**config.mk**
```make
export PLATFORM = sky130hd
export DESIGN_NAME = upp_programmer
export DESIGN_NICKNAME = d
export VERILOG_FILES = /design/src/common/upp_pkg.sv /design/src/rtl/upp_programmer.sv
export SDC_FILE = /design/constraint.sdc
export NUM_CORES = 1
export LEC_CHECK = 0
export BUFFER_PORTS_ARGS = -buffer_cell sky130_fd_sc_hd__buf_2
export CORE_MARGIN = 3
export CORE_UTILIZATION = 35
export CTS_BUF_LIST = sky130_fd_sc_hd__clkbuf_8
export DETAILED_ROUTE_END_ITERATION = 8
export SYNTH_ARGS = -nofsm -noshare
export SYNTH_HDL_FRONTEND = slang
export SYNTH_SLANG_ARGS = --single-unit
```
**constraint.sdc**
```tcl
create_clock -name sys_clk -period 2.3 [get_ports sys_clk]
set_clock_uncertainty 0.15 [all_clocks]
set_input_delay 0.345 -clock sys_clk [delete_from_list [all_inputs] [get_ports sys_clk]]
set_output_delay 0.345 -clock sys_clk [all_outputs]
set_load 0.02 [all_outputs]
```
**src/common/upp_pkg.sv**
```systemverilog
// package: pin levels, timing counts and command types for the programmer
package upp_pkg;
  localparam int ADDR_W = 15;
  localparam int DATA_W = 8;
  localparam int CLK_MHZ = 100;
  // times in microseconds as printed
  localparam int T_SETUP_US = 2;
  localparam int T_PW_MIN_US = 95;
  localparam int T_PW_MAX_US = 105;
  localparam int T_HOLD_US = 2;
  localparam int SETUP_CYC = T_SETUP_US * CLK_MHZ;
  // nominal pulse: midpoint of the window, rounded within it
  localparam int PW_CYC = ((T_PW_MIN_US + T_PW_MAX_US) / 2) * CLK_MHZ;
  localparam int HOLD_CYC = T_HOLD_US * CLK_MHZ;
  localparam int CNT_W = 16;
  localparam logic [ADDR_W-1:0] ADDR_RST = 15'h0000;
  localparam logic [DATA_W-1:0] DATA_RST = 8'h00;
  localparam int SIG_BIT = 9;
  localparam int SEL_BIT = 0;

  typedef enum logic [1:0] {
    CMD_PROGRAM,
    CMD_VERIFY,
    CMD_IDREAD,
    CMD_READ
  } upp_cmd_t;

  typedef struct packed {
    upp_cmd_t            cmd;
    logic [ADDR_W-1:0]   addr;
    logic [DATA_W-1:0]   data;
  } upp_req_t;

  typedef struct packed {
    logic [DATA_W-1:0]   data;
    logic                mismatch;
  } upp_rsp_t;
endpackage : upp_pkg

```
**src/rtl/upp_programmer.sv**
```systemverilog
// programmer that drives the memory's pins for program, verify and id read
`timescale 1ns/10ps
// What this block does
// RULE1 - writes only clear bits, so verify expects the stored byte as sent.
// RULE2 - programming mode is entered with high supply on and chip select low.
// RULE3 - the byte to write is driven on the data pins with the address.
// RULE4 - a low chip select pulse programs; a high one inhibits programming.
// RULE5 - verify is output gate low, chip select high, high supply on.
// RULE6 - each programmed byte is followed by a verify read and compare.
// RULE7 - the device checks margin itself, so only one pulse is issued.
// RULE8 - id mode is entered by raising the signature address line.
// RULE9 - the byte-select line picks manufacturer or device code.
// RULE10 - all other address lines are held low during id reads.
// RULE11 - the program pulse lasts between 95 and 105 microseconds.
// RULE12 - a read drives chip select and output gate both low.
// RULE13 - with chip select high and high supply off the data pins are not driven by the device.
// RULE14 - address and data stay stable over the whole program pulse.
module upp_programmer #(
  parameter int PW_CYCLES = upp_pkg::PW_CYC,
  parameter int SETUP_CYCLES = upp_pkg::SETUP_CYC,
  parameter int HOLD_CYCLES = upp_pkg::HOLD_CYC
) (
  input  wire logic                       sys_clk,
  input  wire logic                       nrst,
  input  wire logic                       reqValid,
  input  upp_pkg::upp_req_t               req,
  output logic                            reqReady,
  output logic                            rspValid,
  output upp_pkg::upp_rsp_t               rsp,
  output logic [upp_pkg::ADDR_W-1:0]      addrPins,
  output logic [upp_pkg::DATA_W-1:0]      dataPinsOut,
  output logic                            dataPinsOen,
  input  wire logic [upp_pkg::DATA_W-1:0] dataPinsIn,
  output logic                            chipSelN,
  output logic                            outGateN,
  output logic                            progSupplyOn,
  output logic                            sigLineHigh
);
  typedef enum logic [2:0] {
    ST_IDLE,
    ST_SETUP,
    ST_PULSE,
    ST_HOLD,
    ST_SAMPLE,
    ST_DONE
  } upp_state_t;

  upp_state_t                       state_r;
  upp_pkg::upp_cmd_t                cmd_r;
  logic [upp_pkg::DATA_W-1:0]       target_r;
  logic [upp_pkg::CNT_W-1:0]        cnt_r;
  logic [upp_pkg::DATA_W-1:0]       dinMeta_r;
  logic [upp_pkg::DATA_W-1:0]       dinSync_r;
  logic                             cntDone;
  logic                             isProg;

  assign cntDone = (cnt_r == '0);
  assign isProg  = (cmd_r == upp_pkg::CMD_PROGRAM);

  // two-stage sampling of the returned data
  always_ff @(posedge sys_clk) begin
    if (!nrst) begin
      dinMeta_r <= upp_pkg::DATA_RST;
      dinSync_r <= upp_pkg::DATA_RST;
    end else begin
      dinMeta_r <= dataPinsIn;
      dinSync_r <= dinMeta_r;
    end
  end

  // phase sequencer
  always_ff @(posedge sys_clk) begin
    if (!nrst) begin
      state_r <= ST_IDLE;
    end else begin
      unique case (state_r)
        ST_IDLE: begin
          if (reqValid)
            state_r <= ST_SETUP;
        end
        ST_SETUP: begin
          if (cntDone)
            state_r <= ST_PULSE;
        end
        ST_PULSE: begin
          if (cntDone)
            state_r <= isProg ? ST_HOLD : ST_SAMPLE;
        end
        ST_HOLD: begin
          if (cntDone)
            state_r <= ST_PULSE;
        end
        ST_SAMPLE: state_r <= ST_DONE;
        ST_DONE:   state_r <= ST_IDLE;
        // unused codes fall back to idle
        default:   state_r <= ST_IDLE;
      endcase
    end
  end

  // interval counter, reloaded when a request is taken and at the end of each timed phase
  always_ff @(posedge sys_clk) begin
    if (!nrst) begin
      cnt_r <= '0;
    end else if (state_r == ST_IDLE) begin
      if (reqValid)
        cnt_r <= upp_pkg::CNT_W'(SETUP_CYCLES);
    end else if (!cntDone) begin
      cnt_r <= cnt_r - 1'b1;
    end else if (state_r == ST_SETUP) begin
      // RULE11 pulse width count
      cnt_r <= upp_pkg::CNT_W'(isProg ? PW_CYCLES : SETUP_CYCLES);
    end else if (state_r == ST_PULSE) begin
      cnt_r <= upp_pkg::CNT_W'(HOLD_CYCLES);
    end else if (state_r == ST_HOLD) begin
      cnt_r <= upp_pkg::CNT_W'(SETUP_CYCLES);
    end
  end

  // request capture; a program turns into its verify
  always_ff @(posedge sys_clk) begin
    if (!nrst) begin
      cmd_r    <= upp_pkg::CMD_READ;
      target_r <= upp_pkg::DATA_RST;
    end else if (state_r == ST_IDLE && reqValid) begin
      cmd_r    <= req.cmd;
      target_r <= req.data;
    end else if (state_r == ST_HOLD && cntDone) begin
      // RULE6 verify after program
      cmd_r <= upp_pkg::CMD_VERIFY;
    end
  end

  // request and answer handshake strobes
  always_ff @(posedge sys_clk) begin
    if (!nrst) begin
      reqReady <= 1'b0;
      rspValid <= 1'b0;
    end else begin
      reqReady <= (state_r == ST_DONE);
      rspValid <= (state_r == ST_SAMPLE);
    end
  end

  // answer data, held until the next answer
  always_ff @(posedge sys_clk) begin
    if (!nrst) begin
      rsp <= '0;
    end else if (state_r == ST_SAMPLE) begin
      rsp.data     <= dinSync_r;
      // RULE1 compare after clear-only write
      rsp.mismatch <= (cmd_r == upp_pkg::CMD_VERIFY) &&
                      (dinSync_r != target_r);
    end
  end

  // address and write data, loaded when a request is taken
  always_ff @(posedge sys_clk) begin
    if (!nrst) begin
      addrPins    <= upp_pkg::ADDR_RST;
      dataPinsOut <= upp_pkg::DATA_RST;
    // RULE14 loaded only while idle
    end else if (state_r == ST_IDLE && reqValid) begin
      dataPinsOut <= req.data;
      if (req.cmd == upp_pkg::CMD_IDREAD) begin
        // RULE9 byte select kept
        // RULE10 other address lines low
        addrPins <= req.addr &
                    upp_pkg::ADDR_W'(1 << upp_pkg::SEL_BIT);
      end else begin
        addrPins <= req.addr;
      end
    end
  end

  // data pin direction
  always_ff @(posedge sys_clk) begin
    if (!nrst) begin
      dataPinsOen <= 1'b1;
    end else if (state_r == ST_IDLE) begin
      // RULE3 drive data pins
      dataPinsOen <= !(reqValid && req.cmd == upp_pkg::CMD_PROGRAM);
    end else if (state_r == ST_PULSE && cmd_r == upp_pkg::CMD_VERIFY) begin
      dataPinsOen <= 1'b1;
    end
  end

  // chip select and output gate strobes
  always_ff @(posedge sys_clk) begin
    if (!nrst) begin
      chipSelN <= 1'b1;
      outGateN <= 1'b1;
    end else if (state_r == ST_PULSE) begin
      if (isProg) begin
        // RULE4 low pulse programs
        // RULE7 single pulse only
        chipSelN <= cntDone;
        outGateN <= 1'b1;
      end else if (cmd_r == upp_pkg::CMD_VERIFY) begin
        // RULE5 verify levels
        chipSelN <= 1'b1;
        outGateN <= 1'b0;
      end else begin
        // RULE12 read levels
        chipSelN <= 1'b0;
        outGateN <= 1'b0;
      end
    end else if (state_r == ST_IDLE || state_r == ST_SAMPLE ||
                 state_r == ST_DONE) begin
      // RULE13 release to standby
      chipSelN <= 1'b1;
      outGateN <= 1'b1;
    end
  end

  // programming supply and signature line
  always_ff @(posedge sys_clk) begin
    if (!nrst) begin
      progSupplyOn <= 1'b0;
      sigLineHigh  <= 1'b0;
    end else if (state_r == ST_IDLE) begin
      // RULE2 high supply for program
      progSupplyOn <= reqValid && (req.cmd == upp_pkg::CMD_PROGRAM ||
                                   req.cmd == upp_pkg::CMD_VERIFY);
      // RULE8 signature line raised
      sigLineHigh  <= reqValid && req.cmd == upp_pkg::CMD_IDREAD;
    end
  end
endmodule : upp_programmer

```
# == Yosys cells after proc, flatten, opt, wreduce, memory -nomap -nowiden ==
# Cells that the tools add are included.
# word_totals
elab_cells,74
register_bits,76
input_bits,36
output_inout_bits,39
# op_classes
n_addsub,1
n_reduce_logical,21
eq_ne,13
n_mux,23
# op_table
operator,count
2-to-1 mux 16 bit,6
zero test 16 bit,1
subtractor 16 x 1 -> 16 bit (second input constant),1
2-to-1 mux 15 bit,1
2-to-1 mux 14 bit,1
2-to-1 mux 3 bit,4
case mux 3 bit (4 select lines),1
2-to-1 mux 1 bit,8
!= test 8 bit,1
logical AND 1 bit,7
equality test 3 x 2 -> 1 bit (second input constant),2
equality test 3 bit (second input constant),2
nonzero test 2 bit,3
!= test 5 x 1 -> 1 bit (second input constant),1
equality test 2 x 1 -> 1 bit (second input constant),2
zero test 2 bit,2
2-to-1 mux 2 bit,2
!= test 2 bit (second input constant),2
equality test 3 x 1 -> 1 bit (second input constant),1
zero test 3 bit,1
logical OR 1 bit,3
AND reduction 3 bit,1
equality test 2 bit (second input constant),1
!= test 2 x 1 -> 1 bit (second input constant),1
3 further kinds,3

# == Depth between registers and ports, before layout ==
# Gate-level depths: netlist of the first run.
# depth
word_depth,6
mapped_depth,8

# == Worst setup path before layout of the first run ==
# No wires, ideal clock.
# synth_path
path_kind,register to register
startpoint,register cnt_r[0] (netlist bit)
endpoint,register cnt_r[7] (netlist bit)
slack_ns,0.334
arrival_ns,1.700
required_time_ns,2.034
stages_incl_launch_ff,9
period_less_slack_ns,1.966
cell_sequence,dfxtp_1 inv_1 ha_1 nor4b_4 and4_1 buf_4 o22ai_1 a21oi_1 o211a_1
# synth_between
elab_chain_cells,3
word_cells_on_any_way,6
classes_between,add/sub: 1; eq/ne: 1; mux: 2; reduce/logical: 2
# synth_rtl
element,line,rtl
start: declaration,upp_programmer.sv:51,logic [upp_pkg::CNT_W-1:0] cnt_r;
start signal: assignment,upp_programmer.sv:107,cnt_r <= upp_pkg::CNT_W'(SETUP_CYCLES);
start signal: assignment,upp_programmer.sv:109,cnt_r <= cnt_r - 1'b1;
start signal: assignment,upp_programmer.sv:112,cnt_r <= upp_pkg::CNT_W'(isProg ? PW_CYCLES : SETUP_CYCLES);
subtractor 16 x 1 -> 16 bit or zero test 16 bit (tied branches),"upp_programmer.sv:109, upp_programmer.sv:57",
2-to-1 mux 16 bit or != test 5 x 1 -> 1 bit (tied branches),n/a,
2-to-1 mux 16 bit or AND reduction 2 bit (tied branches),n/a,
# Parallel ways exist; a longest one is shown, timed or not.
# A chain may end at the register's enable or synchronous reset.

# == Worst setup path after layout of the first run ==
# layout_path
startpoint,register cnt_r[0] (netlist bit)
endpoint,register cnt_r[3] (netlist bit)
# The elaborated chain is that of the path after synthesis.

==> results.md, run 1 <==
STA:
- After layout, the minimum clock period comes to 2100 ps.
- The worst slew slack as a fraction of its limit is 0.526.
- Setup repair after global routing left no endpoint under its margin.
- Setup violations remaining at the end of the flow were counted as 0.
- The final-layout setup total negative slack is 0 ps.
- The number of slew-limit violations in the final report is 0.
- The transition at the pin with the smallest max-transition slack is 705 ps.
- Setup slack closes at 202 ps.
- The upper clock frequency limit is 477 MHz.
- Of the available clock period, the critical path in the final layout requires 0.912.
- The final number of hold-violating endpoints is 0.

Floorplan:
- The die boundary height is 101 um.
- The initial utilization of the core area, before any placement, comes to 0.364.
- After floorplanning, the core was sized to cover 8760 um2.
- The die covers 10300 um2.
- The count of standard-cell rows is 34.
- The number of top-level pins is 75.
- The die is 101 um wide.

CTS:
- The clock passes through at most 2 buffers.
- The clock slew seen by the registers of the worst setup and hold paths is 90 ps.
- In this run, post-CTS hold repair placed 0 buffers.
- The number of H-tree levels is 3.
- The tree built by TritonCTS fans out to 76 sinks.
- TritonCTS created 9 clock buffers.
- The clock root buffer is sky130_fd_sc_hd__clkbuf_8.
- For the worst-skew pair, the clock arrives at the later sink with an insertion delay of 350 ps.
- TritonCTS built the clock tree.

Place:
- The final weighted congestion in routability-driven placement is 0.924.
- The cell area after placement is 3730 um2.
- The count of input and output buffers is 74.
- The count of placed standard cells including taps is 551.
- The worst setup slack before clock tree synthesis is 134 ps.
- The detailed placer's ending HPWL is 5840 um.

Power and ir drop:
- The share of total power dissipated in the clock network is 0.260.
- For this design the total switching power over the nets is 1.35 mW.
- In this run the power density over the cells is 933 nW/um2.
- VDD sags by at most 0.365 mV.
- The internal power of the cells totals 2.31 mW.
- The leakage power is 1.64 nW.
- The relative contribution of sequential cells to total power is 0.441.
- After layout, the design draws a total of 3.66 mW.
- Of the total power, the share spent switching nets is 0.368.
- Of the total power, combinational logic draws 0.299.

Layout:
- The area added between synthesis and finish is 23.0%.
- The ratio of cells with drive above 1 in the final layout is 0.244.
- Summing all flip-flop and latch instances after layout gives 1520 um2.
- The finished cells cover 3920 um2.
- The combined area of the multi-input logic cells is 1550 um2.
- The total inserted antenna cells is 0.
- The number of fill cells in the layout is 878.
- For this run, the post-layout net count is 491.
- Leaving out filler cells and counting taps, the final layout contains 567.

Synthesis:
- The dominant cell by count in the synthesized netlist is sky130_fd_sc_hd__dfxtp_1.
- The proportion of synthesized flip-flops having asynchronous set or reset is 0.
- After synthesis, the share of cell area in mux cells is 0.00314.
- The dominant synthesized flop cell is sky130_fd_sc_hd__dfxtp_1.
- The number of enable-type register cells in the synthesized netlist is 0.
- The arithmetic-cell share of the synthesized area counting full adders, half adders and majority gates is 0.00393.
- Of the total synthesized cell area, the portion taken by XOR and XNOR cells is 0.0220.
- The share of the synthesized area in compound gates (AO/OA/AOI/OAI) is 0.191.
- The cell taking the most area after synthesis is sky130_fd_sc_hd__dfxtp_1.
- By area the synthesized netlist is led by sky130_fd_sc_hd__dfxtp_1 (48%), sky130_fd_sc_hd__a21boi_0 (8.0%), sky130_fd_sc_hd__nand2_1 (7.3%).
- After synthesis the cells add up to 3190 um2.
- The total of warnings raised by yosys is 0.
- The average cell area after synthesis is 8.52 um2.
- Of the post-synthesis cell area, the dominant cell type holds 0.478.
- The post-synthesis share of cell area spent on and, or, nand and nor gates is 0.264.
- By count the netlist is led by sky130_fd_sc_hd__dfxtp_1 (76), sky130_fd_sc_hd__nand2_1 (62), sky130_fd_sc_hd__a21boi_0 (34).
- The net count after synthesis is 411.
- The total of flip-flops plus latches after synthesis is 76.
- The synthesized netlist contains 43 unique library cells.
- The dominant combinational cell family by area after synthesis is simple AND/OR/NAND/NOR gates.
- The share of synthesized area occupied by flip-flops and latches is 0.478.
- The number of standard cells after synthesis is 374.

Global routing:
- Entering global routing, the biggest net connects 41 pins.
- The first global-routing pass estimated 12900 um of wire.
- For met3 alone, demand over resource in global routing was 0.0303.
- For this run, the total global-route usage over all layers was measured as 0.157.
- The met2 track utilization from global routing is 0.246.
- The number of antenna violations at the first check in global routing is 0.
- Summed over all layers, the global routing overflow is 0.
- The layer flagged by global routing as most heavily used is met2.
- The number of global-route vias before repair is 2664.
- The global routing met1 resource utilization is 0.210.

Status:
- The run finished with clean final reports.

Worst setup path:
- STA puts the critical path data arrival time at 2190 ps.
- For this design, the slowest cell found on the critical path is sky130_fd_sc_hd__dfxtp_1.
- Traced cell by cell, the critical path runs through inv_1, ha_1, nor4b_4, and4_1, a22o_1, buf_4, a21oi_1, o211a_1.
- The worst setup path is launched from a register.
- Measured in cells, the most critical reg-to-reg path has a length of 8.
- In this design, the stage delay of the slowest critical-path cell is 360 ps.
- The peak fanout along the critical path is 5.
- The worst setup path is captured at a register.
- Data on the critical path is required at its endpoint by 2400 ps.
- The kind of critical path is register to register.

Detailed routing:
- After detailed routing, the average wire length per cell comes to 14.0 um.
- The post-route DRC violation count is 0.
- The total routed wirelength is 7930 um.
- Once detail routing completed, the nets flagged for antenna violations numbered 0.
- For this block, the initial DRC count from the detailed router was 158.
- The mean number of vias per cell is 5.07.
- The number of search-and-repair iterations in the first detailed-routing pass is 4.
- The final route contains 2872 vias.

Min path:
- Counting instances, the worst hold path has a depth of 2.
- The tightest min-delay check is of the primary input to register type.

Job:
- Max-cap violations in this run came to 0.
-- cell usage in the layout, fill, tap and decap left out, types with 2 or more instances in the layout --
cell / count
sky130_fd_sc_hd__a21boi_0: 34
sky130_fd_sc_hd__a21oi_1: 14
sky130_fd_sc_hd__a31oi_1: 6
sky130_fd_sc_hd__and2_1: 17
sky130_fd_sc_hd__and3_1: 2
sky130_fd_sc_hd__buf_2: 74
sky130_fd_sc_hd__buf_4: 17
sky130_fd_sc_hd__clkbuf_8: 9
sky130_fd_sc_hd__clkinv_4: 2
sky130_fd_sc_hd__dfxtp_1: 76
sky130_fd_sc_hd__inv_1: 8
sky130_fd_sc_hd__inv_6: 2
sky130_fd_sc_hd__nand2_1: 62
sky130_fd_sc_hd__nand2b_1: 7
sky130_fd_sc_hd__nand3_1: 27
sky130_fd_sc_hd__nand4_1: 5
sky130_fd_sc_hd__nand4b_1: 2
sky130_fd_sc_hd__nor2_1: 15
sky130_fd_sc_hd__nor2b_1: 5
sky130_fd_sc_hd__nor3_1: 10
sky130_fd_sc_hd__nor4_1: 2
sky130_fd_sc_hd__o211a_1: 3
sky130_fd_sc_hd__o211ai_1: 2
sky130_fd_sc_hd__o21ai_0: 22
sky130_fd_sc_hd__o311ai_0: 2
sky130_fd_sc_hd__or3_1: 3
sky130_fd_sc_hd__or4b_1: 2
sky130_fd_sc_hd__xnor2_1: 8
-- path summary, 6_finish.rpt --
path                        to  slack, ps     startpoint
hold / removal    dinMeta_r[3]         50  dataPinsIn[3]
setup / recovery      cnt_r[3]        200       cnt_r[0]
setup reg to reg      cnt_r[3]        200       cnt_r[0]
hold reg to reg   dinSync_r[4]        280   dinMeta_r[4]
-- routing by layer --
metal / wire length (um) / part of all wire / up-vias
li1: - / - / 1462
met1: 3580 / 0.45 / 1292
met2: 3640 / 0.46 / 103
met3: 540 / 0.068 / 15
met4: 165 / 0.021 / 0
met5: 0 / 0 / -
-- power by group through the flow --
stage	Combinational, mW	Clock [mW]	Sequential [mW]
detailed placement	1.08	0	1.64
CTS	1.08	0.981	1.61
finish	1.09	0.949	1.61
floorplan	0.686	0	1.66
global placement	1.06	0	1.64
global route	1.22	1.03	1.64
-- stage by stage --
| stage | hold WS [ps] | util |
|---|---|---|
| 2_1_floorplan | 262 | - |
| 3_3_place_gp | 267 | 0.425 |
| 3_5_place_dp | 268 | 0.425 |
| 4_1_cts | 35.1 | 0.446 |
| 5_1_grt | 49.1 | 0.447 |
| 6_report | 46.1 | 0.447 |
-- cell type report --
type                    instances  area share
well taps                     108      0.0345
repair buffers                 91       0.127
multi-input cells             268       0.396
clock inverters                 7      0.0150
flip-flops and latches         76       0.388
clock buffers                   9      0.0316
inverters                       8     0.00766
-- critical path: cells and delay by family (launching register included) --
family | cells | cell delay, ps
simple gates | 2 | 530
fa+ha+maj | 1 | 190
buf+inv | 2 | 250
flops | 1 | 360
compound gates | 3 | 510
-- flip-flops by register name, indices dropped and copies added (netlist names) --
name	flops
addrPins	15
chipSelN	1
cmd_r	2
cnt_r	16
dataPinsOen	1
dataPinsOut	8
dinMeta_r	8
dinSync_r	8
outGateN	1
progSupplyOn	1
reqReady	1
rsp	9
rspValid	1
sigLineHigh	1
state_r	3
-- repair_timing --
| item | in CTS | in global routing |
|---|---|---|
| buffers inserted | 0 | 0 |
| gates resized for setup | 0 | 2 |
| setup endpoints to repair | 0 | 6 |
-- kinds of logic after synthesis --
logic type,after synthesis
mux,1
flops,76
fa+ha+maj,1
xor+xnor,8
buf+inv,30
compound gates,93
simple gates,165
(Power assumes the default switching activity.)
==> run 2, diff against run 1 <==
- ABC_AREA: not set -> 1
==> results.md, run 2 <==
Status:
- The flow ran to the end, and the final reports show no timing, DRC or antenna violations.

Place:
- The detailed placer's ending HPWL was 5610 um (-4.0%).
- The count of input and output buffers is 74 (unchanged).
- The final weighted congestion in routability-driven placement is 0.870 (-5.8%).

Synthesis:
- The share of synthesized area occupied by flip-flops and latches is 0.469 (-0.00884).
- For this run, the leading register cell type out of synthesis is sky130_fd_sc_hd__dfxtp_1.
- The count of distinct cell types in the synthesized netlist is 29 (-33%).
- The total of warnings raised by yosys was 0 (unchanged).
- The net count after synthesis is 496 (+21%).
- The largest total area in the synthesized netlist belongs to sky130_fd_sc_hd__dfxtp_1.
- Sorting the synthesized cells by how often they occur yields sky130_fd_sc_hd__nand2_1 (116), sky130_fd_sc_hd__dfxtp_1 (76), sky130_fd_sc_hd__nor2_1 (63).
- The area share of the leading cell type in the synthesized netlist is 0.469 (-0.00884).
- The dominant cell by count in the synthesized netlist is sky130_fd_sc_hd__nand2_1.
- The netlist area before placement is 3250 um2 (+1.9%).
- The average cell area after synthesis is 7.07 um2 (-17%).
- The number of enable-type register cells in the synthesized netlist is 0 (unchanged).
- Yosys attributes the largest share of cell area to sky130_fd_sc_hd__dfxtp_1 (47%), sky130_fd_sc_hd__nand2_1 (13%), sky130_fd_sc_hd__nor2_1 (7.3%).
- The number of standard cells after synthesis is 459 (+23%).
- The proportion of synthesized flip-flops having asynchronous set or reset is 0 (unchanged).
- The total of flip-flops plus latches after synthesis is 76 (unchanged).

Layout:
- In the final layout, the registers with the most flip-flops are cnt_r x16, addrPins x15, rsp x9.
- The share of the core filled with cells in the final layout is 0.445 (-0.00175).
- The number of flip-flops under the largest register name is 16 (unchanged).
- The number of fill cells in the layout is 921 (+4.9%).
- The register area is 1520 um2 (unchanged).
- The number of nets in the layout is 571 (+16%).
- The ratio of cells with drive above 1 in the final layout came to 0.210 (-0.0344).
- Leaving out fill and tap cells, the most frequent cell in the layout is sky130_fd_sc_hd__nand2_1.
- Relative to the synthesized area, the layout overhead comes to 21.4%.
- The total inserted antenna cells was 0 (unchanged).
- The combined area of the multi-input logic cells is 1470 um2 (-5.5%).
- The register name with the most flops is cnt_r.
- In the layout the commonest cells are sky130_fd_sc_hd__nand2_1 (116), sky130_fd_sc_hd__dfxtp_1 (76), sky130_fd_sc_hd__buf_2 (74).

Floorplan:
- The starting density of the core is 0.367 (+0.00329).
- The area inside the core boundary came to 8850 um2 (+0.97%).
- The overall die area is 10500 um2 (+1.8%).
- The count of standard-cell rows is 34 (unchanged).
- The die boundary height came to 102 um (+0.88%).
- The number of top-level pins is 75 (unchanged).
- The width of the die is 102 um (+0.88%).

Power and ir drop:
- The relative contribution of combinational cells to total power is 0.442 (+0.143).
- The power share of the clock group is 0.207 (-0.053).
- The total power per unit cell area was 1330 nW/um2 (+42%).
- The final total power is 5.24 mW (+43%).
- The switching power of the nets was 2.29 mW (+70%).
- The leakage power is 1.95 nW (+19%).
- The internal power summed over all cells is 2.95 mW (+28%).
- The largest voltage drop on the vdd net is 0.425 mV (+16%).
- The relative contribution of sequential cells to total power was 0.351 (-0.090).
- The fraction of power spent switching nets is 0.437 (+0.0688).

CTS:
- The TritonCTS clock tree is yes.
- The number of setup buffers added after CTS is 0 (unchanged).
- The number of H-tree levels was 3 (unchanged).
- The clock insertion delay at the later pin of the skew report is 350 ps (about the same).
- The count of cells resized by post-cts repair was 0 (unchanged).
- The hold buffer count at CTS came to 0 (unchanged).
- The cell sitting at the root of the clock tree is a sky130_fd_sc_hd__clkbuf_8.
- The maximum buffer depth of the clock tree was 2 (unchanged).
- The clock slew seen by the registers of the worst setup and hold paths came to 80 ps (about the same).
- The number of clock sinks is 76 (unchanged).
- The number of clock buffers inserted by TritonCTS is 9 (unchanged).

STA:
- The number of slew-limit violations in the final report is 0 (unchanged).
- Setup repair after global routing left no endpoint under its margin.
- The worst slew slack as a fraction of its limit came to 0.628 (+0.102).
- The transition at the pin with the smallest max-transition slack is 557 ps (-148 ps).
- The final number of hold-violating endpoints is 0 (unchanged).
- The post-layout minimum cycle time is 1940 ps (-154 ps).
- The final worst-path cycle share came to 0.845 (-0.0668).
- The upper clock frequency limit is 514 MHz (+7.9%).
- The final-layout setup total negative slack came to 0 ps (unchanged).
- The total setup violations reported at the end of the flow came to 0 (unchanged).

Detailed routing:
- The post-route DRC violation count was 0 (unchanged).
- The count of antenna-violating nets left after detailed routing was 0 (unchanged).
- The mean number of vias per cell is 4.70 (-7.3%).
- The number of search-and-repair iterations in the first detailed-routing pass was 4 (unchanged).
- The overall via count from detail_route is 3038 (+5.8%).
- The total routed wirelength is 7740 um (-2.4%).
- The per-cell routed wire length is 12.0 um (-14%).
- The number of design-rule violations left by the first detailed-router iteration was 119 (-25%).

Global routing:
- The global router's overall resource usage came to 0.157 (-0.000160).
- The number of global-route vias before repair was 2765 (+3.8%).
- The pin count of the biggest net entering global routing is 38 (-7.3%).
- The remaining global-route overflow is 0 (unchanged).
- The number of antenna violations at the first check in global routing is 0 (unchanged).
- The wire length of the first global-routing pass came to 12900 um (about the same).

Worst setup path:
- The launch instance of the worst register-to-register path is cnt_r[0].
- The data arrival time of the critical path was 2030 ps (-160 ps).
- The worst reg-to-reg path cell count is 9 (+1).
- The setup slack of the most critical reg-to-reg path is 360 ps (+150 ps).
- The critical path is of the register to register type.
- The startpoint kind of the worst setup timing path is a register.
- STA classifies the critical path endpoint as a register.
- The required time at the endpoint of the critical path was 2390 ps (about the same).
- The worst register-to-register path ends at cnt_r[0].
- The peak fanout along the critical path is 8 (+3).

Min path:
- In this run the most critical hold path is launched from dataPinsIn[1].
- The cell depth of the worst min-delay path is 3 (+1).
- The worst hold path terminates at dinMeta_r[1].
- The tightest min-delay check is of the primary input to register type.

Job:
- The max-capacitance violation count came to 0 (unchanged).
[run 2: cell type report]
| cell class | count | share of cell area |
|---|---|---|
| clock buffer | 11 | 0.0384 |
| clock inverter | 5 | 0.0171 |
| inverter | 49 | 0.0467 |
| multi-input combinational | 318 | 0.372 |
| sequential | 76 | 0.386 |
| tap | 108 | 0.0343 |
| timing repair buffer | 80 | 0.105 |
[run 2: worst max-delay path, stage by stage (launching register included)]
cell	delay (ps)
sky130_fd_sc_hd__dfxtp_1	330
sky130_fd_sc_hd__inv_1	90
sky130_fd_sc_hd__ha_1	200
sky130_fd_sc_hd__nand2_1	140
sky130_fd_sc_hd__nor2_2	220
sky130_fd_sc_hd__nand3_2	240
sky130_fd_sc_hd__nand2_1	160
sky130_fd_sc_hd__inv_1	80
sky130_fd_sc_hd__o21ai_0	170
sky130_fd_sc_hd__nor2_1	60
[run 2: how the worst max path moves through the flow]
stage	start	end	slack, ps	depth (start not counted)
2_1_floorplan	cnt_r[0]	cnt_r[0]	650	9
3_3_place_gp	cnt_r[0]	cnt_r[0]	450	9
3_5_place_dp	cnt_r[0]	cnt_r[0]	390	9
4_1_cts	cnt_r[0]	cnt_r[0]	370	9
5_1_grt	cnt_r[0]	cnt_r[3]	180	10
6_report	cnt_r[0]	cnt_r[0]	360	9
[run 2: logic make-up (layout without fill, tap and decap cells)]
kind of cell	Yosys count	count (layout)	share of synthesized area
AND/OR/NAND/NOR	242	242	0.316
adder cells (fa/ha/maj)	1	1	0.00385
XOR/XNOR	9	9	0.0243
flip-flops	76	76	0.469
AO/OA/AOI/OAI	66	66	0.108
buffers and inverters	65	145	0.0794
[run 2: through the flow]
| stage | setup slack [ps] | std cells | instance area [um2] | hold slack (ps) |
|---|---|---|---|---|
| 3_3_place_gp | 450 | 631 | 3720 | 242 |
| 2_1_floorplan | 653 | 459 | 3250 | 240 |
| 4_1_cts | 365 | 647 | 3940 | 6.74 |
| 3_5_place_dp | 385 | 631 | 3720 | 245 |
| 6_report | 356 | 647 | 3940 | 28.2 |
| 5_1_grt | 179 | 647 | 3940 | 8.84 |
[run 2: power groups by stage]
stage          Sequential [mW]  Clock, mW  Combinational, mW
6_report                  1.84       1.08               2.31
5_1_grt                   1.88       1.17               2.68
4_1_cts                   1.84       1.12               2.33
3_5_place_dp              1.86          0               2.32
3_3_place_gp              1.86          0               2.31
2_1_floorplan             1.95          0               1.67
[run 2: per-layer routing]
layer | up-vias | global-route usage | part of all wire | wire (um)
met5 | - | 0 | 0 | 0
met4 | 0 | 0.0716 | 0.019 | 147
met3 | 12 | 0.0382 | 0.046 | 353
met2 | 51 | 0.251 | 0.47 | 3660
met1 | 1370 | 0.201 | 0.46 | 3590
li1 | 1605 | - | - | -
